==> config.mk <==
export PLATFORM = sky130hd
export DESIGN_NAME = dma_priority_address
export DESIGN_NICKNAME = d
export VERILOG_FILES = /design/src/shared/dma_pkg.sv /design/src/base_memory.sv /design/src/dma_priority_address.sv /design/src/xfer_buffer.sv
export SDC_FILE = /design/constraint.sdc
export NUM_CORES = 2
export LEC_CHECK = 0
export BUFFER_PORTS_ARGS = -buffer_cell sky130_fd_sc_hd__clkbuf_2
export CORE_ASPECT_RATIO = 2
export CORE_MARGIN = 2
export CORE_UTILIZATION = 37
export DETAILED_ROUTE_END_ITERATION = 8
export GPL_TIMING_DRIVEN = 1
export PLACE_DENSITY_LB_ADDON = 0.05
export SLEW_MARGIN = 20
export SYNTH_ARGS = -nofsm -noshare
export SYNTH_HDL_FRONTEND = slang
export SYNTH_SLANG_ARGS = --single-unit
==> constraint.sdc <==
create_clock -name clk -period 19.9 [get_ports clk]
set_clock_uncertainty 0.1 [all_clocks]
set_input_delay 1.99 -clock clk [delete_from_list [all_inputs] [get_ports clk]]
set_output_delay 1.99 -clock clk [all_outputs]
set_load 0.1 [all_outputs]
==> src/shared/dma_pkg.sv <==
// Constants and types for DMA channel arbitration and address generation
`default_nettype none
package dma_pkg;
	localparam int           NUM_CH        = 8;
	localparam logic [7:0]   CH_USABLE     = 8'hEF;
	localparam logic [7:0]   MASK_RESET    = 8'hFF;
	localparam logic [1:0]   TIMING_COMPAT = 2'h0;
	localparam logic [1:0]   SIZE_16_WORDS = 2'h1;
	localparam logic [1:0]   SIZE_16_BYTES = 2'h2;
	localparam logic [2:0]   SEL_ADDR_HIGH = 3'h3;
	localparam logic [2:0]   SEL_COUNT_LOW = 3'h4;
	localparam logic [31:0]  ADDR_RESET    = 32'h0000_0000;
	localparam logic [15:0]  COUNT_RESET   = 16'h0000;
	localparam logic [5:0]   PREEMPT_BCLK  = 6'h20;
	localparam logic [1:0]   UPPER_LOW_SLOT = 2'h3;
	localparam logic [2:0]   UPPER_BASE_CH = 3'h5;

	typedef enum logic [1:0] {
		ST_IDLE     = 2'b00,
		ST_MEM_WAIT = 2'b01,
		ST_OWN      = 2'b10,
		ST_RELEASE  = 2'b11
	} arb_state_t;

	typedef struct packed {
		logic [1:0] timing;
		logic [1:0] size;
		logic       decrement;
		logic       autoinit;
		logic       block_mode;
		logic       cascade;
	} chan_cfg_t;

	typedef struct packed {
		logic [2:0] channel;
		logic [2:0] byte_sel;
		logic [7:0] data;
	} reg_write_t;

	typedef struct packed {
		logic [2:0]  channel;
		logic [31:0] address;
	} xfer_t;
endpackage
`default_nettype wire

==> src/base_memory.sv <==
// Byte-writable memory holding the base address and count of each channel
`timescale 1ns/10ps
`default_nettype none
module base_memory #(
	parameter int WIDTH = 48,
	parameter int DEPTH = 8,
	parameter int AW    = 3
) (
	// Clock
	input  wire logic                 clk,
	// Write port
	input  wire logic                 wr_en,
	input  wire logic [AW-1:0]        wr_addr,
	input  wire logic [WIDTH/8-1:0]   wr_bytes,
	input  wire logic [WIDTH-1:0]     wr_data,
	// Registered read port
	input  wire logic [AW-1:0]        rd_addr,
	output logic      [WIDTH-1:0]     rd_data
);
	logic [WIDTH-1:0] mem [DEPTH];

	always_ff @(posedge clk) begin
		for (int b = 0; b < WIDTH / 8; b++) begin
			if (wr_en && wr_bytes[b]) begin
				mem[wr_addr][b*8 +: 8] <= wr_data[b*8 +: 8];
			end
		end
		rd_data <= mem[rd_addr];
	end
endmodule
`default_nettype wire

==> src/dma_priority_address.sv <==
// Channel arbitration, preemption and address generation for seven DMA channels
`timescale 1ns/10ps
`default_nettype none
module dma_priority_address (
	// Clock and reset
	input  wire logic                         clk,
	input  wire logic                         reset,
	// ISA side pins
	input  wire logic                         bus_clock,
	input  wire logic [7:0]                   dma_request_line,
	input  wire logic                         main_memory_grant_n,
	output logic      [7:0]                   dma_acknowledge_n,
	output logic                              main_memory_request_n,
	// Competing requesters and configuration
	input  wire logic                         cpu_bus_request,
	input  wire logic                         refresh_request,
	input  wire logic                         nmi_pending,
	input  wire logic [1:0]                   group_rotate,
	input  wire logic                         guaranteed_access_mode,
	input  wire dma_pkg::chan_cfg_t [7:0]     channel_config,
	// Processor writes and commands
	input  wire logic                         reg_write_valid,
	input  wire dma_pkg::reg_write_t          reg_write,
	input  wire logic [1:0]                   master_clear,
	input  wire logic [1:0]                   clear_mask,
	// Transfer engine
	input  wire logic                         cycle_done,
	output logic                              cycle_ready,
	output logic                              terminal_count,
	output logic      [2:0]                   terminal_channel,
	output logic      [7:0]                   extended_mode,
	output logic      [7:0]                   mask_status,
	// Address stream
	output logic                              out_valid,
	output dma_pkg::xfer_t                    out_xfer,
	input  wire logic                         out_ready
);
	// Pick the first requester at or after the pointer
	function automatic logic [2:0] pick4(input logic [3:0] req, input logic [1:0] ptr);
		logic [1:0] idx;
		logic [2:0] res;
		res = 3'h0;
		for (int i = 3; i >= 0; i--) begin
			idx = ptr + 2'(i);
			if (req[idx]) begin
				res = {1'b1, idx};
			end
		end
		return res;
	endfunction

	// Expand per-group command bits to channel bits
	function automatic logic [7:0] group_bits(input logic [1:0] grp);
		return {{4{grp[1]}}, {4{grp[0]}}};
	endfunction

	// Synchronisers for pins
	logic [7:0] dma_request_line_meta;
	logic [7:0] dma_request_line_sync;
	logic       grant_meta;
	logic       grant_sync_n;
	logic       bclk_meta;
	logic       bclk_sync;
	logic       bclk_prev;

	always_ff @(posedge clk or posedge reset) begin
		if (reset) begin
			dma_request_line_meta    <= 8'h00;
			dma_request_line_sync    <= 8'h00;
			grant_meta   <= 1'b1;
			grant_sync_n <= 1'b1;
			bclk_meta    <= 1'b0;
			bclk_sync    <= 1'b0;
			bclk_prev    <= 1'b0;
		end else begin
			dma_request_line_meta    <= dma_request_line;
			dma_request_line_sync    <= dma_request_line_meta;
			grant_meta   <= main_memory_grant_n;
			grant_sync_n <= grant_meta;
			bclk_meta    <= bus_clock;
			bclk_sync    <= bclk_meta;
			bclk_prev    <= bclk_sync;
		end
	end

	wire bclk_rise = bclk_sync & ~bclk_prev;

	// Control state
	dma_pkg::arb_state_t state;
	dma_pkg::arb_state_t next_state;
	logic [2:0]  owner;
	logic [1:0]  rot_low;
	logic [1:0]  rot_up;
	logic [7:0]  mask;
	logic [7:0]  block_pending;
	logic [7:0]  extended;
	logic [5:0]  preempt_count;
	logic        preempt_run;
	logic [31:0] cur_addr [8];
	logic [15:0] cur_count [8];
	logic [47:0] base_rd;
	logic        buf_in_ready;

	// Arbitration
	wire [7:0] live_req = (dma_request_line_sync | block_pending) & ~mask & dma_pkg::CH_USABLE;
	wire [2:0] low_pick = pick4(live_req[3:0], rot_low);
	wire [3:0] up_req   = {low_pick[2], live_req[7:5]};
	wire [2:0] up_pick  = pick4(up_req, rot_up);
	wire       win_low  = up_pick[1:0] == dma_pkg::UPPER_LOW_SLOT;
	wire [2:0] win_ch   = win_low ? {1'b0, low_pick[1:0]} : {1'b0, up_pick[1:0]} + dma_pkg::UPPER_BASE_CH;
	wire       bypass   = nmi_pending & cpu_bus_request;
	wire       can_win  = up_pick[2] & ~bypass;

	// Owner view
	dma_pkg::chan_cfg_t ocfg;
	assign ocfg = channel_config[owner];
	wire       own_cascade = ocfg.cascade | (owner == 3'h4);
	wire       own_fast    = (ocfg.timing != dma_pkg::TIMING_COMPAT) & ~own_cascade;
	wire [7:0] owner_bit   = 8'h01 << owner;
	wire       competing   = cpu_bus_request | refresh_request | (|(live_req & ~owner_bit));
	wire       expired     = preempt_count == dma_pkg::PREEMPT_BCLK;
	wire       in_own      = state == dma_pkg::ST_OWN;
	wire       xfer_accept = in_own & cycle_done & ~own_cascade & buf_in_ready;
	wire       at_tc       = cur_count[owner] == dma_pkg::COUNT_RESET;
	wire       tc_event    = xfer_accept & at_tc;
	wire       preempt_end = expired & xfer_accept & ~at_tc;
	wire       req_gone    = ~dma_request_line_sync[owner] & (own_cascade | ~ocfg.block_mode);
	wire       release_now = in_own & (tc_event | preempt_end | req_gone);

	// Address formation
	wire [31:0] own_addr = cur_addr[owner];
	wire [31:0] eff_addr = extended[owner] ? own_addr : {8'h00, own_addr[23:0]};
	wire        shifted  = ocfg.size == dma_pkg::SIZE_16_WORDS;
	wire [31:0] out_addr = shifted ? {eff_addr[31:17], eff_addr[15:0], 1'b0} : eff_addr;
	wire [31:0] step     = (ocfg.size == dma_pkg::SIZE_16_BYTES) ? 32'h0000_0002 : 32'h0000_0001;
	wire [31:0] stepped  = ocfg.decrement ? own_addr - step : own_addr + step;
	wire [31:0] next_addr = extended[owner] ? stepped : {own_addr[31:16], stepped[15:0]};

	dma_pkg::xfer_t buf_in;
	assign buf_in = '{channel: owner, address: out_addr};

	// Register write decode
	wire [5:0]  wr_bytes = 6'h01 << reg_write.byte_sel;
	wire [47:0] wr_data  = {6{reg_write.data}};
	wire        wr_high  = reg_write.byte_sel == dma_pkg::SEL_ADDR_HIGH;
	wire        wr_low   = reg_write.byte_sel < dma_pkg::SEL_ADDR_HIGH;
	wire        wr_count = reg_write.byte_sel >= dma_pkg::SEL_COUNT_LOW;
	wire [7:0]  clr_bits = group_bits(master_clear);
	wire [7:0]  unmask   = group_bits(clear_mask);

	// Next state and rotation slot
	wire [1:0] own_slot = owner[2] ? 2'(owner - dma_pkg::UPPER_BASE_CH) : dma_pkg::UPPER_LOW_SLOT;

	always_comb begin
		next_state = state;
		case (state)
			dma_pkg::ST_IDLE: begin
				if (can_win) begin
					next_state = guaranteed_access_mode ? dma_pkg::ST_MEM_WAIT : dma_pkg::ST_OWN;
				end
			end
			dma_pkg::ST_MEM_WAIT: begin
				if (!grant_sync_n) begin
					next_state = dma_pkg::ST_OWN;
				end
			end
			dma_pkg::ST_OWN: begin
				if (release_now) begin
					next_state = dma_pkg::ST_RELEASE;
				end
			end
			dma_pkg::ST_RELEASE: begin
				next_state = dma_pkg::ST_IDLE;
			end
			default: begin
				next_state = dma_pkg::ST_IDLE;
			end
		endcase
	end

	// Arbiter state, acknowledge and memory request
	always_ff @(posedge clk or posedge reset) begin
		if (reset) begin
			state                 <= dma_pkg::ST_IDLE;
			owner                 <= 3'h0;
			dma_acknowledge_n     <= 8'hFF;
			main_memory_request_n <= 1'b1;
		end else begin
			state <= next_state;
			if (state == dma_pkg::ST_IDLE && can_win) begin
				owner                 <= win_ch;
				main_memory_request_n <= ~guaranteed_access_mode;
			end
			if (next_state == dma_pkg::ST_OWN && state != dma_pkg::ST_OWN) begin
				dma_acknowledge_n <= ~((state == dma_pkg::ST_IDLE ? 8'h01 << win_ch : owner_bit));
			end
			if (release_now) begin
				dma_acknowledge_n     <= 8'hFF;
				main_memory_request_n <= 1'b1;
			end
		end
	end

	// Rotation pointers, updated when a service ends
	always_ff @(posedge clk or posedge reset) begin
		if (reset) begin
			rot_low <= 2'h0;
			rot_up  <= dma_pkg::UPPER_LOW_SLOT;
		end else begin
			if (!group_rotate[0]) begin
				rot_low <= 2'h0;
			end else if (release_now && !owner[2]) begin
				rot_low <= owner[1:0] + 2'h1;
			end
			if (!group_rotate[1]) begin
				rot_up <= dma_pkg::UPPER_LOW_SLOT;
			end else if (release_now) begin
				rot_up <= own_slot + 2'h1;
			end
		end
	end

	// Preemption timer in bus clock edges
	always_ff @(posedge clk or posedge reset) begin
		if (reset) begin
			preempt_run   <= 1'b0;
			preempt_count <= 6'h00;
		end else if (!in_own || release_now) begin
			preempt_run   <= 1'b0;
			preempt_count <= 6'h00;
		end else begin
			if (own_fast && competing) begin
				preempt_run <= 1'b1;
			end
			if (preempt_run && bclk_rise && !expired) begin
				preempt_count <= preempt_count + 6'h01;
			end
		end
	end

	// Mask, block pending and addressing mode per channel
	always_ff @(posedge clk or posedge reset) begin
		if (reset) begin
			mask          <= dma_pkg::MASK_RESET;
			block_pending <= 8'h00;
			extended      <= 8'h00;
		end else begin
			mask <= (mask | (tc_event && !ocfg.autoinit ? owner_bit : 8'h00) | clr_bits) & ~unmask;
			block_pending <= block_pending & ~clr_bits & ~(state == dma_pkg::ST_IDLE && can_win ? 8'h01 << win_ch : 8'h00)
				| (preempt_end && ocfg.block_mode ? owner_bit : 8'h00);
			extended <= extended & ~clr_bits & ~(reg_write_valid && wr_low ? 8'h01 << reg_write.channel : 8'h00)
				| (reg_write_valid && wr_high ? 8'h01 << reg_write.channel : 8'h00);
		end
	end

	// Current address and count copies
	always_ff @(posedge clk or posedge reset) begin
		if (reset) begin
			for (int c = 0; c < dma_pkg::NUM_CH; c++) begin
				cur_addr[c]  <= dma_pkg::ADDR_RESET;
				cur_count[c] <= dma_pkg::COUNT_RESET;
			end
		end else begin
			if (tc_event && ocfg.autoinit) begin
				cur_addr[owner]  <= base_rd[31:0];
				cur_count[owner] <= base_rd[47:32];
			end else if (xfer_accept) begin
				cur_addr[owner]  <= next_addr;
				cur_count[owner] <= cur_count[owner] - 16'h0001;
			end
			for (int b = 0; b < 4; b++) begin
				if (reg_write_valid && wr_bytes[b]) begin
					cur_addr[reg_write.channel][b*8 +: 8] <= reg_write.data;
				end
			end
			for (int b = 0; b < 2; b++) begin
				if (reg_write_valid && wr_count && wr_bytes[b+4]) begin
					cur_count[reg_write.channel][b*8 +: 8] <= reg_write.data;
				end
			end
		end
	end

	// Status outputs
	always_ff @(posedge clk or posedge reset) begin
		if (reset) begin
			terminal_count   <= 1'b0;
			terminal_channel <= 3'h0;
			extended_mode    <= 8'h00;
			mask_status      <= dma_pkg::MASK_RESET;
		end else begin
			terminal_count <= tc_event;
			if (tc_event) begin
				terminal_channel <= owner;
			end
			extended_mode <= extended;
			mask_status   <= mask;
		end
	end

	// Base copies, written only by the processor
	base_memory #(
		.WIDTH (48),
		.DEPTH (dma_pkg::NUM_CH),
		.AW    (3)
	) u_base (
		.clk      (clk),
		.wr_en    (reg_write_valid),
		.wr_addr  (reg_write.channel),
		.wr_bytes (wr_bytes),
		.wr_data  (wr_data),
		.rd_addr  (owner),
		.rd_data  (base_rd)
	);

	// Address buffer toward the memory side
	xfer_buffer #(
		.WIDTH ($bits(dma_pkg::xfer_t))
	) u_buf (
		.clk       (clk),
		.reset     (reset),
		.in_valid  (xfer_accept),
		.in_data   (buf_in),
		.in_ready  (buf_in_ready),
		.out_valid (out_valid),
		.out_data  (out_xfer),
		.out_ready (out_ready)
	);

	assign cycle_ready = buf_in_ready;
endmodule
`default_nettype wire

==> src/xfer_buffer.sv <==
// Two-entry buffer with valid and ready on both sides
`timescale 1ns/10ps
`default_nettype none
module xfer_buffer #(
	parameter int WIDTH = 35
) (
	// Clock and reset
	input  wire logic             clk,
	input  wire logic             reset,
	// Fill side
	input  wire logic             in_valid,
	input  wire logic [WIDTH-1:0] in_data,
	output logic                  in_ready,
	// Drain side
	output logic                  out_valid,
	output logic      [WIDTH-1:0] out_data,
	input  wire logic             out_ready
);
	logic [WIDTH-1:0] spare;
	logic             spare_valid;
	logic             next_spare_valid;
	wire              take  = in_valid & in_ready;
	wire              shift = ~out_valid | out_ready;

	assign next_spare_valid = shift ? (spare_valid & take) : (spare_valid | take);

	always_ff @(posedge clk or posedge reset) begin
		if (reset) begin
			out_valid   <= 1'b0;
			spare_valid <= 1'b0;
			in_ready    <= 1'b1;
		end else begin
			if (shift) begin
				out_valid <= spare_valid | take;
			end
			spare_valid <= next_spare_valid;
			in_ready    <= ~next_spare_valid;
		end
	end

	always_ff @(posedge clk) begin
		if (shift) begin
			out_data <= spare_valid ? spare : in_data;
		end
		if (take && (spare_valid || !shift)) begin
			spare <= in_data;
		end
	end
endmodule
`default_nettype wire
==> impl_results.md <==
- Fin crit period: 7130 ps
- Clk slew on worst S/H paths: roughly 70 ps
- FP Rows: about 180
- Mux cell area share after synthesis: 5.27%
- Simple-gate portion of the synthesized area: 10.0%
- Sw frac: between 40% and 50%
- Slew HR: 16.2%
- Sequential area share after synthesis: 58.2%
- Layout cells sized above 1: 16.1%
- Max-cap violations: 0
- Die W: 252 um
- Xor/xnor share of the synthesized area: 0.691%
- Starting density of the core: 37.2%
- Number of synthesized flops with an enable pin: 454
- Final period util: 35.8%
- Setup TNS: 0 ps
- Fin cells: 5814
- Final Slew Violations: 0
- Cts hold-fix bufs: 0
- Synth Register Bits: 978
- Drc violations: 0
- Arr. time, crit path: 7630 ps
- Iter 0 DRT Violations: 3624
- Post-synthesis adder-cell area fraction: 1.22%
- Clock power share: 21.3%
- Ys flop type: edfxtp_1
- Post-DP HPWL: 128 mm
- CP cell instances: buf_4 -> and3_4 -> buf_4 -> a22oi_1 -> and4_1 -> inv_1 -> ha_1 -> a21oi_1 -> nand2_1 -> o21ai_0 -> a2111oi_1 -> buf_4 -> or4_1 -> a31oi_1 -> o22ai_2 -> a221oi_1 -> nor2_1
- Clock tree sinks: 978
- Synth Instances: 4098
- Critical Path RT: 20410 ps
- Post-Place Setup Slack: 13000 ps
- Setup WS post-layout: 12770 ps
- Final setup fails: 0
- Largest net degree at the start of global routing: 83
- Peak VDD IR: 76.5 uV
- Leak: 0.0197 uW
- CP delay by family, top: compound AO/OA/AOI/OAI gates
- Most frequent cells in the layout: edfxtp_1, dfrtp_1, nand2_1, o21ai_0, nor2_1
- Remaining global-route overflow: 0
- Commonest non-fill, non-tap cell in the layout: edfxtp_1
- Largest stage delay, worst path: between 800 and 900 ps
- Buffers & Inverters on Critical Path: 4
- PostCTS Resize Cnt: 0
- Nature of the critical path endpoint: flip-flop
- Startpoint Class: flip-flop
- Worst path slowest cell: a31oi_1
- Core Box Area: 123000 um^2
- Ys Warns: 0
- First-pass GRT wire length: 284 mm
- P&R area growth vs syn: 13.2%
- Number of post-CTS setup repair buffers: 0
- Placed cells: ~5600
- Crit Path Max Fanout: 47
- Maximum clock frequency: ~140 MHz
- Int Power: 5110 uW
- Crit Path Category: reg2reg
- GRT Total Usage: 31.5%
- Logic pwr share: 45.9%
- P per Cell Area: 177 nW/um^2
- Vias in the first global route: 37300
- Ys async rst share: 48.7%
- Cell Area, Synth: 45600 um^2
- Most used cell, CP: buf_4
- Drt total wl: 200 mm
- CTS Root Cell: clkbuf_16
- Outcome: completed
- Power share of the sequential group: 32.8%
- Reg2reg setup slack: around 13000 ps
- Synth Net Count: 4245
- Clk Latency, worst-skew pair: around 730 ps
- 1st-pass router iterations: 9
- RSZ-0062 raised after global routing: false
- Clock Path Buffers: 3
- Switching pwr: 4060 uW
- Die ar.: 126000 um^2
- CTS buffer count: 93
- Main combinational cell family by area after synthesis: compound AO/OA/AOI/OAI gates
- Measured slew at the worst slew-check pin: 1250 ps
- Average size of a mapped cell: about 11 um^2
- Hold Path Class: reg2reg
- Final Hold Viols: 0
- Drt wl/cell: 34.4 um
- Die Y: 501 um
- Synth Area in Compound Gates: 21.2%
- Via Count: 36700
- H-tree Lvls: 3
- Vias per cell: around 6.3
- GPL Wtd Cong: 0.925
- Port buffer count: between 150 and 200
- Nets: about 4300
- Initial antenna violation count: 5
- Antenna Nets Post-Route: 0
- Cell variety after synth: 94
- TritonCTS clock tree: built
- Io pins: around 170
[cells in the mapped netlist (12+ instances only)]
master / count / area share, %
ha_1: 43 / 1.2
and3_1: 12 / 0.16
a211oi_1: 18 / 0.30
clkinv_1: 21 / 0.17
o21ai_1: 16 / 0.18
dfrtp_1: 446 / 24
o21bai_1: 12 / 0.20
and2_1: 13 / 0.18
a21oi_1: 222 / 2.4
o31ai_1: 13 / 0.21
dfxtp_1: 48 / 2.1
edfxtp_1: 454 / 30
a21o_1: 81 / 1.3
a221oi_1: 145 / 2.8
xnor2_1: 23 / 0.44
o31a_1: 12 / 0.23
nand3b_1: 13 / 0.21
o21a_1: 22 / 0.36
mux2i_1: 80 / 1.8
a22oi_1: 183 / 3.0
o211ai_1: 35 / 0.58
inv_1: 63 / 0.52
xor2_1: 13 / 0.25
o2bb2ai_1: 75 / 1.4
buf_2: 36 / 0.39
a22o_1: 32 / 0.61
o22ai_1: 76 / 1.0
nand2b_1: 13 / 0.18
dfstp_2: 30 / 1.7
nor3_1: 34 / 0.37
a31oi_1: 44 / 0.60
clkbuf_1: 243 / 2.0
mux4_2: 12 / 0.59
nor2_1: 320 / 2.6
o21ai_0: 326 / 3.6
mux2_2: 102 / 2.5
nand3_1: 104 / 1.1
nor2b_1: 12 / 0.16
or3_1: 28 / 0.38
nand4_1: 43 / 0.59
buf_1: 24 / 0.20
nand2_1: 380 / 3.1
[power groups by stage]
stage	logic (uW)	clock network [uW]	registers, uW
3_3_place_gp	4130	0	3040
3_5_place_dp	4140	0	3040
6_report	4210	1950	3010
4_1_cts	4160	1990	3000
5_1_grt	4480	2050	3050
2_1_floorplan	2470	0	3180
[worst reg2reg max path, cell delays in order (launching register included)]
cell and delay [ps]:
dfrtp_4 770, buf_4 700, and3_4 690, buf_4 630, a22oi_1 180, and4_1 320, inv_1 90, ha_1 260
a21oi_1 170, nand2_1 90, o21ai_0 530, a2111oi_1 200, buf_4 220, or4_1 470, a31oi_1 810, o22ai_2 340
a221oi_1 380, nor2_1 70
[worst paths after layout]
kind	start	to	depth (start not counted)
hold reg to reg	dma_request_line_meta[7]	dma_request_line_sync[7]	0
min in group asynchronous	reset	cur_addr[18]	2
max in group asynchronous	reset	dma_request_line_meta[7]	5
setup / recovery	owner[2]	cur_addr[189]	17
hold / removal	dma_request_line_meta[7]	dma_request_line_sync[7]	0
setup reg to reg	owner[2]	cur_addr[189]	17
[routing by layer]
metal	share of wire (%)	track usage [%]
met5	0.019	0
met4	7.3	20.1
met3	6.6	5.32
met2	50	54.6
met1	36	35.8
[through the flow]
step / hold WS (ps) / total power, uW / utilization, % / instance area, um^2
finish: 249 / 9170 / 42.1 / 51700
floorplan: 231 / 5640 / - / 45600
global placement: 232 / 7170 / 39.4 / 48400
CTS: 254 / 9140 / 42.1 / 51600
detailed placement: 237 / 7180 / 39.4 / 48400
global route: 255 / 9580 / 42.1 / 51700
[logic make-up after synthesis]
kind of cell    count (synthesis)
fa+ha+maj                      44
simple gates                 1024
buf+inv                       396
xor+xnor                       36
mux                           205
compound gates               1415
flops                         978
[state kept, by name, indices dropped and copies added, names as in the netlist, 35 cells and up]
signal          flops
u_base.mem        384
cur_count         128
u_base.rd_data     48
u_buf.spare        35
cur_addr          256
u_buf.out_data     35
[cell type report]
cell class / instances / area [um^2]
clock inverters: 53 / 668
fillers: 11700 / 71100
clock buffers: 122 / 2600
inverters: 86 / 330
flip-flops and latches: 978 / 26600
repair buffers: 285 / 1790
well taps: 1564 / 1960
diodes: 2 / 5.00
multi-input cells: 2724 / 17700
Note: power is estimated with default switching activity, not from simulation.
